$ cat src/inc/wlp_pkg.sv
// Purpose: shared constants for the watchdog and low-power wake block
// Assumes: one clock, ref_clk at 200 MHz, is the oscillator clock
// Notes: register offsets belong to the controller end
package wlp_pkg;
    // watchdog
    localparam int WD_WIDTH = 8;
    localparam logic [7:0] WD_MAX = 8'hff;
    localparam logic [7:0] KEY_FIRST = 8'h55;
    localparam logic [7:0] KEY_SECOND = 8'haa;
    localparam int PULSE_CYCLES = 512;
    localparam logic [9:0] PULSE_LAST = 10'h1ff;
    // low-power mode field codes
    localparam logic [1:0] MODE_IDLE = 2'h0;
    localparam logic [1:0] MODE_STANDBY = 2'h1;
    localparam int QUAL_WIDTH = 6;
    localparam int PIN_COUNT = 32;
    // controller register offsets
    localparam logic [7:0] OFS_CTRL = 8'h00;
    localparam logic [7:0] OFS_KEY = 8'h04;
    localparam logic [7:0] OFS_WAKESEL = 8'h08;
    localparam logic [7:0] OFS_CMD = 8'h0c;
    localparam logic [7:0] OFS_STATUS = 8'h10;
    localparam logic [7:0] OFS_INT_STAT = 8'h14;
    localparam logic [7:0] OFS_INT_MASK = 8'h18;
    // control register fields
    localparam int CTRL_MODE_LSB = 0;
    localparam int CTRL_QUAL_LSB = 2;
    localparam int CTRL_WD_DIS = 8;
    localparam int CTRL_WD_INT = 9;
    localparam logic [9:0] CTRL_RESET = 10'h000;
    // interrupt status bits
    localparam int EV_WD_WAKE = 0;
    localparam int EV_WD_RESET = 1;
    localparam int EV_HALT_REFUSED = 2;
    localparam int EV_LP_EXIT = 3;
    localparam int EV_COUNT = 4;
    // low-power states
    typedef enum logic [1:0] {
        LP_RUN = 2'b00,
        LP_IDLE = 2'b01,
        LP_STANDBY = 2'b10,
        LP_HALT = 2'b11
    } wlp_state_e;
endpackage : wlp_pkg

$ cat src/inc/wlp_if.sv
// Purpose: link between the watchdog/low-power device and its controller
// Assumes: both ends on ref_clk
// Notes: all signals are same-domain logic
`timescale 1ns/10ps
interface wlp_if;
    logic key_wr;
    logic [7:0] key_val;
    logic wd_disable;
    logic wd_int_en;
    logic [1:0] power_mode_select;
    logic [wlp_pkg::QUAL_WIDTH-1:0] qual_count;
    logic [wlp_pkg::PIN_COUNT-1:0] wake_pin_select;
    logic lp_enter;
    logic int_pending;
    logic watchdog_reset_out_n;
    logic watchdog_wake_pulse_n;
    logic halt_refused;
    wlp_pkg::wlp_state_e lp_state;
    logic [wlp_pkg::WD_WIDTH-1:0] wd_count;

    modport dev (
        input key_wr, key_val, wd_disable, wd_int_en, power_mode_select,
        input qual_count, wake_pin_select, lp_enter, int_pending,
        output watchdog_reset_out_n, watchdog_wake_pulse_n, halt_refused,
        output lp_state, wd_count
    );
    modport ctl (
        output key_wr, key_val, wd_disable, wd_int_en, power_mode_select,
        output qual_count, wake_pin_select, lp_enter, int_pending,
        input watchdog_reset_out_n, watchdog_wake_pulse_n, halt_refused,
        input lp_state, wd_count
    );
endinterface : wlp_if

$ cat src/rtl/wlp_dev.sv
// Purpose: watchdog counter and low-power mode controller
// Assumes: ref_clk is the oscillator clock; pins arrive asynchronously
// Notes: clock enables drive external gating cells
// Function
// - counter maximum gives 512-cycle low pulse
// - key 0x55 then 0xAA clears counter
// - counter holds while limp clock runs
// - standby keeps watchdog; wake pulse ends standby
// - idle wake pulse interrupts through expander
// - halt expiry gives full device reset
// - mode field: 00 idle, 01 standby, 1X halt
// - standby: oscillator on, cpu/system clocks off
// - halt: oscillator, PLL and cpu/system clocks off
// - short wake assertion returns to mode
// - halt entered only with watchdog clock active
// - idle: controller idle, interrupt exits
// - software selects port-A wake pins
// - wake pins qualified for programmed cycles
// - output pins hold levels in low power
// - debug port keeps its clock
// - missing input clock selects limp clock
`timescale 1ns/10ps
module wlp_dev #(
    parameter int PIN_W = 8
) (
    input wire logic ref_clk,
    input wire logic nrst,
    wlp_if.dev lnk,
    input wire logic external_reset_pin_n,
    input wire logic [wlp_pkg::PIN_COUNT-1:0] wake_pins_n,
    input wire logic debugger_wake_n,
    input wire logic input_clock_lost,
    input wire logic watchdog_clock_active,
    input wire logic [PIN_W-1:0] core_pins,
    output logic [PIN_W-1:0] out_pins,
    output logic cpu_clock_en,
    output logic system_clock_en,
    output logic osc_pll_en,
    output logic limp_clock_sel,
    output logic debug_clock_en
);
    localparam int SW = wlp_pkg::PIN_COUNT + 4;

    // ------------------------------------------------------------
    // input synchronisers
    // ------------------------------------------------------------
    logic [SW-1:0] sync1_ff;
    logic [SW-1:0] sync2_ff;
    logic [wlp_pkg::PIN_COUNT-1:0] pins_n_s;
    logic ext_rst_n_s;
    logic dbg_n_s;
    logic limp_s;
    logic watchdog_clock_ok_s;

    always_ff @(posedge ref_clk or negedge nrst)
    begin
        if (!nrst)
        begin
            sync1_ff <= {SW{1'b1}};
            sync2_ff <= {SW{1'b1}};
        end
        else
        begin
            sync1_ff <= {external_reset_pin_n, debugger_wake_n,
                         ~input_clock_lost, watchdog_clock_active,
                         wake_pins_n};
            sync2_ff <= sync1_ff;
        end
    end

    assign pins_n_s = sync2_ff[wlp_pkg::PIN_COUNT-1:0];
    assign watchdog_clock_ok_s = sync2_ff[SW-4];
    assign limp_s = ~sync2_ff[SW-3];
    assign dbg_n_s = sync2_ff[SW-2];
    assign ext_rst_n_s = sync2_ff[SW-1];

    // ------------------------------------------------------------
    // mode decode
    // ------------------------------------------------------------
    function automatic wlp_pkg::wlp_state_e mode_of(input logic [1:0] sel);
        if (sel[1])
            return wlp_pkg::LP_HALT;
        else if (sel == wlp_pkg::MODE_STANDBY)
            return wlp_pkg::LP_STANDBY;
        else
            return wlp_pkg::LP_IDLE;
    endfunction : mode_of

    // ------------------------------------------------------------
    // watchdog counter and key
    // ------------------------------------------------------------
    logic [wlp_pkg::WD_WIDTH-1:0] wd_cnt_ff;
    logic key_armed_ff;
    logic key_done;
    logic wd_step;
    logic wd_expire;
    logic [9:0] pulse_cnt_ff;
    logic pulse_on_ff;
    logic rst_out_n_ff;
    logic wake_n_ff;
    logic dev_reset;
    wlp_pkg::wlp_state_e state_ff;
    wlp_pkg::wlp_state_e nxt_state;

    assign dev_reset = !ext_rst_n_s || !rst_out_n_ff;
    assign key_done = lnk.key_wr && key_armed_ff
                      && lnk.key_val == wlp_pkg::KEY_SECOND;
    assign wd_step = !lnk.wd_disable && !limp_s && !pulse_on_ff;
    assign wd_expire = wd_step && wd_cnt_ff == wlp_pkg::WD_MAX;

    always_ff @(posedge ref_clk or negedge nrst)
    begin
        if (!nrst)
            key_armed_ff <= 1'b0;
        else if (dev_reset)
            key_armed_ff <= 1'b0;
        else if (lnk.key_wr)
            key_armed_ff <= lnk.key_val == wlp_pkg::KEY_FIRST;
    end

    always_ff @(posedge ref_clk or negedge nrst)
    begin
        if (!nrst)
            wd_cnt_ff <= '0;
        else if (dev_reset || key_done || wd_expire)
            wd_cnt_ff <= '0;
        else if (wd_step)
            wd_cnt_ff <= wd_cnt_ff + 8'h01;
    end

    always_ff @(posedge ref_clk or negedge nrst)
    begin
        if (!nrst)
        begin
            pulse_on_ff <= 1'b0;
            pulse_cnt_ff <= '0;
        end
        else if (wd_expire)
        begin
            pulse_on_ff <= 1'b1;
            pulse_cnt_ff <= '0;
        end
        else if (pulse_on_ff)
        begin
            pulse_on_ff <= pulse_cnt_ff != wlp_pkg::PULSE_LAST;
            pulse_cnt_ff <= pulse_cnt_ff + 10'h001;
        end
    end

    always_ff @(posedge ref_clk or negedge nrst)
    begin
        if (!nrst)
        begin
            rst_out_n_ff <= 1'b1;
            wake_n_ff <= 1'b1;
        end
        else if (wd_expire)
        begin
            rst_out_n_ff <= !(state_ff == wlp_pkg::LP_HALT
                              || !lnk.wd_int_en);
            wake_n_ff <= state_ff == wlp_pkg::LP_HALT || !lnk.wd_int_en;
        end
        else if (pulse_on_ff && pulse_cnt_ff == wlp_pkg::PULSE_LAST)
        begin
            rst_out_n_ff <= 1'b1;
            wake_n_ff <= 1'b1;
        end
    end

    assign lnk.watchdog_wake_pulse_n = wake_n_ff;
    assign lnk.watchdog_reset_out_n = rst_out_n_ff;
    assign lnk.wd_count = wd_cnt_ff;

    // ------------------------------------------------------------
    // wake qualification
    // ------------------------------------------------------------
    logic [wlp_pkg::QUAL_WIDTH-1:0] qual_cnt_ff;
    logic wake_hit;
    logic wake_ok;
    logic in_deep;

    assign wake_hit = |(~pins_n_s & lnk.wake_pin_select) || !dbg_n_s;
    assign in_deep = state_ff == wlp_pkg::LP_STANDBY
                     || state_ff == wlp_pkg::LP_HALT;
    assign wake_ok = in_deep && wake_hit && qual_cnt_ff == lnk.qual_count;

    always_ff @(posedge ref_clk or negedge nrst)
    begin
        if (!nrst)
            qual_cnt_ff <= '0;
        else if (!in_deep || !wake_hit || wake_ok)
            qual_cnt_ff <= '0;
        else
            qual_cnt_ff <= qual_cnt_ff + 6'h01;
    end

    // ------------------------------------------------------------
    // low-power state machine
    // ------------------------------------------------------------
    logic halt_refuse;

    assign halt_refuse = state_ff == wlp_pkg::LP_RUN && lnk.lp_enter
                         && mode_of(lnk.power_mode_select) == wlp_pkg::LP_HALT
                         && !watchdog_clock_ok_s;

    always_comb
    begin
        nxt_state = state_ff;
        case (state_ff)
            wlp_pkg::LP_RUN:
                if (lnk.lp_enter && !halt_refuse)
                    nxt_state = mode_of(lnk.power_mode_select);
            wlp_pkg::LP_IDLE:
                if (lnk.int_pending)
                    nxt_state = wlp_pkg::LP_RUN;
            wlp_pkg::LP_STANDBY:
                if (wake_ok || !wake_n_ff)
                    nxt_state = wlp_pkg::LP_RUN;
            wlp_pkg::LP_HALT:
                if (wake_ok)
                    nxt_state = wlp_pkg::LP_RUN;
            default:
                nxt_state = wlp_pkg::LP_RUN;
        endcase
    end

    always_ff @(posedge ref_clk or negedge nrst)
    begin
        if (!nrst)
            state_ff <= wlp_pkg::LP_RUN;
        else if (dev_reset)
            state_ff <= wlp_pkg::LP_RUN;
        else
            state_ff <= nxt_state;
    end

    always_ff @(posedge ref_clk or negedge nrst)
    begin
        if (!nrst)
            lnk.halt_refused <= 1'b0;
        else
            lnk.halt_refused <= halt_refuse;
    end

    assign lnk.lp_state = state_ff;

    // ------------------------------------------------------------
    // clock gating and pins
    // ------------------------------------------------------------
    always_ff @(posedge ref_clk or negedge nrst)
    begin
        if (!nrst)
        begin
            cpu_clock_en <= 1'b1;
            system_clock_en <= 1'b1;
            osc_pll_en <= 1'b1;
            limp_clock_sel <= 1'b0;
            debug_clock_en <= 1'b1;
        end
        else
        begin
            cpu_clock_en <= nxt_state == wlp_pkg::LP_RUN
                            || nxt_state == wlp_pkg::LP_IDLE;
            system_clock_en <= nxt_state == wlp_pkg::LP_RUN
                               || nxt_state == wlp_pkg::LP_IDLE;
            osc_pll_en <= nxt_state != wlp_pkg::LP_HALT;
            limp_clock_sel <= limp_s;
            debug_clock_en <= 1'b1;
        end
    end

    always_ff @(posedge ref_clk or negedge nrst)
    begin
        if (!nrst)
            out_pins <= '0;
        else if (state_ff == wlp_pkg::LP_RUN && !lnk.lp_enter)
            out_pins <= core_pins;
    end
endmodule : wlp_dev

$ cat src/flat_wrapper.sv
// flat-port wrapper written by rule: the top's interface ports become plain ports
module wlp_dev_flat 
#(
    parameter int PIN_W = 8
)
  (ref_clk, nrst, external_reset_pin_n, wake_pins_n, debugger_wake_n, input_clock_lost, watchdog_clock_active, core_pins, out_pins, cpu_clock_en, system_clock_en, osc_pll_en, limp_clock_sel, debug_clock_en, lnk_key_wr, lnk_key_val, lnk_wd_disable, lnk_wd_int_en, lnk_power_mode_select, lnk_qual_count, lnk_wake_pin_select, lnk_lp_enter, lnk_int_pending, lnk_watchdog_reset_out_n, lnk_watchdog_wake_pulse_n, lnk_halt_refused, lnk_lp_state, lnk_wd_count);
  wlp_if lnk_i ();
  input wire logic ref_clk;
  input wire logic nrst;
  input wire logic external_reset_pin_n;
  input wire logic [wlp_pkg::PIN_COUNT-1:0] wake_pins_n;
  input wire logic debugger_wake_n;
  input wire logic input_clock_lost;
  input wire logic watchdog_clock_active;
  input wire logic [PIN_W-1:0] core_pins;
  output logic [PIN_W-1:0] out_pins;
  output logic cpu_clock_en;
  output logic system_clock_en;
  output logic osc_pll_en;
  output logic limp_clock_sel;
  output logic debug_clock_en;
  input wire logic [$bits(lnk_i.key_wr)-1:0] lnk_key_wr;
  input wire logic [$bits(lnk_i.key_val)-1:0] lnk_key_val;
  input wire logic [$bits(lnk_i.wd_disable)-1:0] lnk_wd_disable;
  input wire logic [$bits(lnk_i.wd_int_en)-1:0] lnk_wd_int_en;
  input wire logic [$bits(lnk_i.power_mode_select)-1:0] lnk_power_mode_select;
  input wire logic [$bits(lnk_i.qual_count)-1:0] lnk_qual_count;
  input wire logic [$bits(lnk_i.wake_pin_select)-1:0] lnk_wake_pin_select;
  input wire logic [$bits(lnk_i.lp_enter)-1:0] lnk_lp_enter;
  input wire logic [$bits(lnk_i.int_pending)-1:0] lnk_int_pending;
  output wire logic [$bits(lnk_i.watchdog_reset_out_n)-1:0] lnk_watchdog_reset_out_n;
  output wire logic [$bits(lnk_i.watchdog_wake_pulse_n)-1:0] lnk_watchdog_wake_pulse_n;
  output wire logic [$bits(lnk_i.halt_refused)-1:0] lnk_halt_refused;
  output wire logic [$bits(lnk_i.lp_state)-1:0] lnk_lp_state;
  output wire logic [$bits(lnk_i.wd_count)-1:0] lnk_wd_count;
  assign lnk_i.key_wr = lnk_key_wr;
  assign lnk_i.key_val = lnk_key_val;
  assign lnk_i.wd_disable = lnk_wd_disable;
  assign lnk_i.wd_int_en = lnk_wd_int_en;
  assign lnk_i.power_mode_select = lnk_power_mode_select;
  assign lnk_i.qual_count = lnk_qual_count;
  assign lnk_i.wake_pin_select = lnk_wake_pin_select;
  assign lnk_i.lp_enter = lnk_lp_enter;
  assign lnk_i.int_pending = lnk_int_pending;
  assign lnk_watchdog_reset_out_n = lnk_i.watchdog_reset_out_n;
  assign lnk_watchdog_wake_pulse_n = lnk_i.watchdog_wake_pulse_n;
  assign lnk_halt_refused = lnk_i.halt_refused;
  assign lnk_lp_state = lnk_i.lp_state;
  assign lnk_wd_count = lnk_i.wd_count;
  wlp_dev #(.PIN_W(PIN_W)) u_core (.ref_clk(ref_clk), .nrst(nrst), .lnk(lnk_i), .external_reset_pin_n(external_reset_pin_n), .wake_pins_n(wake_pins_n), .debugger_wake_n(debugger_wake_n), .input_clock_lost(input_clock_lost), .watchdog_clock_active(watchdog_clock_active), .core_pins(core_pins), .out_pins(out_pins), .cpu_clock_en(cpu_clock_en), .system_clock_en(system_clock_en), .osc_pll_en(osc_pll_en), .limp_clock_sel(limp_clock_sel), .debug_clock_en(debug_clock_en));
endmodule
$ cat config.mk
export PLATFORM = sky130hd
export DESIGN_NAME = wlp_dev_flat
export DESIGN_NICKNAME = d
export VERILOG_FILES = /design/src/inc/wlp_pkg.sv /design/src/inc/wlp_if.sv /design/src/rtl/wlp_dev.sv /design/src/flat_wrapper.sv
export SDC_FILE = /design/constraint.sdc
export NUM_CORES = 1
export LEC_CHECK = 0
export BUFFER_PORTS_ARGS = -buffer_cell sky130_fd_sc_hd__buf_4
export CORE_MARGIN = 3
export CORE_UTILIZATION = 45
export CTS_BUF_LIST = sky130_fd_sc_hd__clkbuf_4 sky130_fd_sc_hd__clkbuf_8 sky130_fd_sc_hd__clkbuf_16
export CTS_CLUSTER_DIAMETER = 120
export DETAILED_ROUTE_END_ITERATION = 16
export GPL_TIMING_DRIVEN = 0
export HOLD_SLACK_MARGIN = 0.06
export PLACE_DENSITY_LB_ADDON = 0.3
export SLEW_MARGIN = 20
export SYNTH_ARGS = -nofsm -noshare
export SYNTH_HDL_FRONTEND = slang
export SYNTH_SLANG_ARGS = --single-unit
$ cat constraint.sdc
create_clock -name ref_clk -period 2.6 [get_ports ref_clk]
set_clock_uncertainty 0.05 [all_clocks]
set_input_delay 0.52 -clock ref_clk [delete_from_list [all_inputs] [get_ports ref_clk]]
set_output_delay 0.52 -clock ref_clk [all_outputs]
set_load 0.02 [all_outputs]
# Yosys cells after proc, flatten, opt, wreduce, memory -nomap -nowiden
# Cells that the tools add are included.
[word_totals] latch_bits=0 mem_bits_rw=0 inputBits=99 out_inout_bits=26 memories=0 ff_bits=114 mem_bits_ro=0
[classes] n_eq_ne=13 shift=0 magnitude_cmp=0 n_mul=0 add_sub_neg=3 n_reduce_logical=43 n_div=0 bitwise_logic=4 muxes=20
[ops] operator="bitwise AND 32 bit" count=1
[ops] operator="inverter 32 bit" count=1
[ops] operator="OR reduction 32 bit" count=1
[ops] operator="two-way mux 10 bit" count=2
[ops] operator="== test 8 bit, second input constant" count=2
[ops] operator="two-way mux 8 bit" count=2
[ops] operator="two-way mux 2 bit" count=7
[ops] operator="logical AND 1 bit" count=13
[ops] operator="logical NOT 1 bit" count=13
[ops] operator="adder 10 x 1 -> 10 bit, second input constant" count=1
[ops] operator="== test 10 x 9 -> 1 bit, second input constant" count=1
[ops] operator="logical OR 1 bit" count=10
[ops] operator="inequality test 10 x 9 -> 1 bit, second input constant" count=1
[ops] operator="adder 8 x 1 -> 8 bit, second input constant" count=1
[ops] operator="== test 8 x 7 -> 1 bit, second input constant" count=1
[ops] operator="one-hot mux 2 bit (4 select lines)" count=1
[ops] operator="nonzero test 2 bit" count=4
[ops] operator="two-way mux 1 bit" count=7
[ops] operator="adder 6 x 1 -> 6 bit, second input constant" count=1
[ops] operator="== test 2 x 1 -> 1 bit, second input constant" count=3
[ops] operator="== test 2 bit, second input constant" count=3
[ops] operator="== test 6 bit" count=1
[ops] operator="two-way mux 6 bit" count=1
[ops] operator="logical NOT 2 bit" count=2
[ops] operator="other kinds (2)" count=3

# Longest topological paths before layout
[depth] word_depth=12 mapped_depth=6 depth_no_buf=6

# Worst setup path after synthesis
# No wires, ideal clock.
[synth_timing] kind="register -> register" from="register u_core.sync2_ff[27]" to="register u_core.cpu_clock_en" path_slack_ns=0.563 period_less_slack_ns=2.037 setup_time_ns=0.077 stages_incl_launch_ff=6 t_required_ns=2.473 arrival_time_ns=1.909 path_cell_list="dfstp_2 > nand2b_1 > o2111ai_1 > or4_4 > or4_4 > and2_1"
[synth_between] elab_chain_len=11 word_cells_on_any_way=13 cone_classes="1 x eq/ne; 3 x mux; 2 x bitwise; 7 x reduce/logical"
[synth_rtl] item="start: declaration" line_no="wlp_dev.sv:48" rtl="logic [SW-1:0] sync2_ff;"
[synth_rtl] item="start signal: assignment" line_no="wlp_dev.sv:60" rtl="sync2_ff <= {SW{1'b1}};"
[synth_rtl] item="start signal: assignment" line_no="wlp_dev.sv:67" rtl="sync2_ff <= sync1_ff;"
[synth_rtl] item="inverter 32 bit (*)" line_no="wlp_dev.sv:182" rtl="assign wake_hit = |(~pins_n_s & lnk.wake_pin_select) || !dbg_n_s;"
[synth_rtl] item="bitwise AND 32 bit (*)" line_no="wlp_dev.sv:182"
[synth_rtl] item="OR reduction 32 bit (*)" line_no="wlp_dev.sv:182"
[synth_rtl] item="logical OR 1 bit (*)" line_no="wlp_dev.sv:182"
[synth_rtl] item="logical AND 1 bit (*) (2 in a row)" line_no="wlp_dev.sv:185" rtl="assign wake_ok = in_deep && wake_hit && qual_cnt_ff == lnk.qual_count;"
[synth_rtl] item="logical OR 1 bit" line_no="wlp_dev.sv:217" rtl="if (wake_ok || !wake_n_ff)"
[synth_rtl] item="two-way mux 2 bit" line_no="wlp_dev.sv:217"
[synth_rtl] item="one-hot mux 2 bit (4 select lines) (*)" line_no="wlp_dev.sv:209" rtl="case (state_ff)"
[synth_rtl] item="== test 2 x 1 -> 1 bit / logical NOT 2 bit (equally long branches)" line_no="wlp_dev.sv:263, wlp_dev.sv:262"
[synth_rtl] item="logical OR 1 bit (*)" line_no="wlp_dev.sv:263" rtl="|| nxt_state == wlp_pkg::LP_IDLE;"
[synth_rtl] item="end signal: assignment" line_no="wlp_dev.sv:262" rtl="cpu_clock_en <= nxt_state == wlp_pkg::LP_RUN"
[synth_rtl] item="end: declaration" line_no="wlp_dev.sv:36" rtl="output logic cpu_clock_en,"
# Every way passes the cells marked *; elsewhere a longest branch is shown, timed or not.
# A chain may end at the register's enable or synchronous reset.

# Worst setup path after layout
[layout_timing] from="register u_core.sync2_ff[28]" to="register u_core.qual_cnt_ff[2] in the netlist's numbering"
[layout_between] elab_chain_len=8 word_cells_on_any_way=10 cone_classes="1 x mux; 2 x bitwise; 7 x reduce/logical"
[layout_rtl] item="inverter 32 bit (*)" line_no="wlp_dev.sv:182"
[layout_rtl] item="bitwise AND 32 bit (*)" line_no="wlp_dev.sv:182"
[layout_rtl] item="OR reduction 32 bit (*)" line_no="wlp_dev.sv:182"
[layout_rtl] item="logical OR 1 bit (*)" line_no="wlp_dev.sv:182"
[layout_rtl] item="logical NOT 1 bit / logical AND 1 bit (equally long branches)" line_no="wlp_dev.sv:191, wlp_dev.sv:185"
[layout_rtl] item="logical OR 1 bit / logical AND 1 bit (equally long branches)" line_no="wlp_dev.sv:191, wlp_dev.sv:185"
[layout_rtl] item="logical OR 1 bit (*)" line_no="wlp_dev.sv:191" rtl="else if (!in_deep || !wake_hit || wake_ok)"
[layout_rtl] item="two-way mux 6 bit (*)" line_no="wlp_dev.sv:191"
[layout_rtl] item="end signal: assignment" line_no="wlp_dev.sv:194" rtl="qual_cnt_ff <= qual_cnt_ff + 6'h01;"
[layout_rtl] item="end: declaration" line_no="wlp_dev.sv:177" rtl="logic [wlp_pkg::QUAL_WIDTH-1:0] qual_cnt_ff;"
# Marked as above.

==> reports/metrics.yaml <==
grt_pass1_vias: 3167
place_area_mm2: 0.00525
critPathMaxStageDelay_ps: 660
drv_slew: 0
final_hold_viol_count: 0
path_buf_inv: 1
ys_seq_area_frac: 0.703
grt_pass1_wl_um: 14900
rsz0062_at_grt: "no"
viasPerCell: 4.90
cts.htree.levels: 4
post-route-util: 0.700
grt_max_degree: 115
layout.nets: 590
slew_headroom: 0.355
ys_ff_latch: 114
setup_viol: 0
irDropWorstVdd_v: 0.000523
port_buffers: 123
cts_buffers: 17
antenna_found_initial: 0
drt-total-wl_um: 9310
critPathKind: "flop to flop"
drive_above_1_share: 0.489
avgSynthCellArea_um2: 13.5
crit_chain: "inv_1 -> a2111oi_0 -> o2111ai_1 -> o31ai_1 -> nor2_1"
synthFlopType: "dfstp_2"
synth_top_cell_by_area: "dfstp_2"
clockPowerShare: 0.501
p_sw_uw: 1080
rows: 34
slowest_stage: "o31ai_1"
power.density_mw_per_mm2: 748
synthArstFlopShare: 1.00
detail-route-antenna-nets: 0
worstPathMaxFanout: 5
yosysMostFrequentCell: "dfstp_2"
first_pass_iters: 5
finalWeightedCongestion: 0.767
netlist_area_mm2: 0.00419
synth_top_cells_by_count: "dfstp_2, dfrtp_1, nor2_1"
hold_class: "input pin to async pin"
io_pins: 125
dieArea_mm2: 0.0105
yosys_warnings: 0
syn2layout_area_growth_pct: 48.4
synth_cells: 310
arrival_ps: 2680
tns_ps: 0
drc: 0
combPwrFrac: 0.081
layout_setup_ws_ps: 223
synth_edf_count: 0
vias: 2985
cp_top_family: "compound AO/OA/AOI/OAI gates"
overflow: 0
fmax_mhz: 421
ys_types: 45
grt_busiest_layer: "met2"
grtUsageMet1: 0.216
clk_latency_ps: 500
pre_cts_ws_ps: 28.6
leakagePower_uw: 0.00277
post_drt_wl_per_cell_um: 15.3
period_minus_slack_ps: 2380
ctsResizeCount: 0
worstPathRequired_ps: 2900
clock_path_buffers: 2
worstMarginPinSlew_ps: 967
cp-start-kind: "flop"
die_w_um: 103
synth_top_area_share: 0.476
cts.sinks: 114
finalInstanceArea_mm2: 0.00622
swShare: 0.232
power.internal_uw: 3570
diodes: 0
synth.area.top_cells: "dfstp_2, dfrtp_1, xor2_1"
drtIter0Drc: 109
clk_root_buffer_cell: "clkbuf_8"
seq_power_share: 0.418
grtUsageMet3: 0.0622
syn_nets: 412
start_util: 0.471
core_area_mm2: 0.00889
seq_area_mm2: 0.00295
report.power.total_uw: 4650
cts_tree: "done"
outcome: "finished, final reports clean"
period_share: 0.914
maxCapViolCount: 0
multi_input_area_mm2: 0.00116
gr-usage-met2: 0.328
die_h_um: 103
dp_hpwl_um: 5850
nFillCells: 616
end_kind: "flop"
cts.clk_slew.worst_paths_ps: 60
track_usage: 0.188
## per-layer routing
layer	vias to the layer above	wire [um]	part of all wire
met5	-	0	0
met4	0	63	0.0068
met3	6	620	0.067
met2	108	4940	0.53
met1	1458	3680	0.40
li1	1413	-	-
## repair_timing
action	4_1_cts	5_1_grt
hold buffers	35	1
hold endpoints to repair	35	1
setup buffers	0	0
## power by group through the flow
| stage | Sequential (uW) | Clock (uW) | Combinational [uW] |
|---|---|---|---|
| after floorplan | 2000 | 0 | 84.0 |
| after global placement | 1960 | 0 | 327 |
| after detailed placement | 1970 | 0 | 335 |
| after CTS | 1950 | 2380 | 378 |
| after global routing | 1960 | 2470 | 411 |
| final | 1950 | 2330 | 377 |
## layout make-up
class                   instances  area share
flip-flops and latches        114       0.474
repair buffers                159       0.207
multi-input cells             175       0.186
clock buffers                  18      0.0706
clock inverters                14      0.0270
well taps                     108      0.0217
inverters                      17      0.0103
plain buffers                   4     0.00362
## registers in the layout, summed over array words and instances (netlist names), 2 cells and up
name,cells
u_core.out_pins,8
u_core.qual_cnt_ff,6
u_core.lnk.lp_state,2
u_core.sync1_ff,36
u_core.sync2_ff,36
u_core.lnk.wd_count,8
u_core.pulse_cnt_ff,10
## logic make-up (layout without fill, tap and decap cells)
group	after synthesis	after routing	share of synthesized area
flops	114	114	0.703
simple gates	105	105	0.137
compound gates	33	33	0.0549
xor+xnor	23	23	0.0481
buf+inv	21	212	0.0206
mux	10	10	0.0263
fa+ha+maj	3	3	0.00896
other cells	1	1	0.000895
## cells in the final DEF, fill, tap and decap left out, drive strengths merged, types with 11 or more instances in the layout
cell type	n
dfrtp	38
dlygate4sd3	36
xor2	18
nand2b	11
buf	125
nand2	13
clkbuf	20
dfstp	76
nor2	30
inv	23
## worst paths after layout
kind | depth (start not counted) | end | from | slack (ps)
min | 1 | u_core.pulse_cnt_ff[2] | nrst | 110
min in group ref_clk | 2 | u_core.out_pins[3] | core_pins[3] | 200
max | 5 | u_core.qual_cnt_ff[2] | u_core.sync2_ff[28] | 220
min reg2reg | 0 | u_core.sync2_ff[14] | u_core.sync1_ff[14] | 300
max reg2reg | 5 | u_core.qual_cnt_ff[2] | u_core.sync2_ff[28] | 220
max in group asynchronous | 1 | u_core.qual_cnt_ff[4] | nrst | 1760
## metrics by stage
step / hold WS, ps / instances
2_1_floorplan: 174 / 310
3_3_place_gp: 295 / 541
3_5_place_dp: 297 / 541
4_1_cts: 61.7 / 608
5_1_grt: 177 / 609
6_report: 112 / 609
## worst register-to-register path, delay by kind of cell, from the launching register on
| kind | cells | cell delay (ps) |
|---|---|---|
| compound gates | 3 | 1520 |
| buf+inv | 1 | 30 |
| flops | 1 | 510 |
| simple gates | 1 | 120 |
Power figures use the tool's default switching activity.
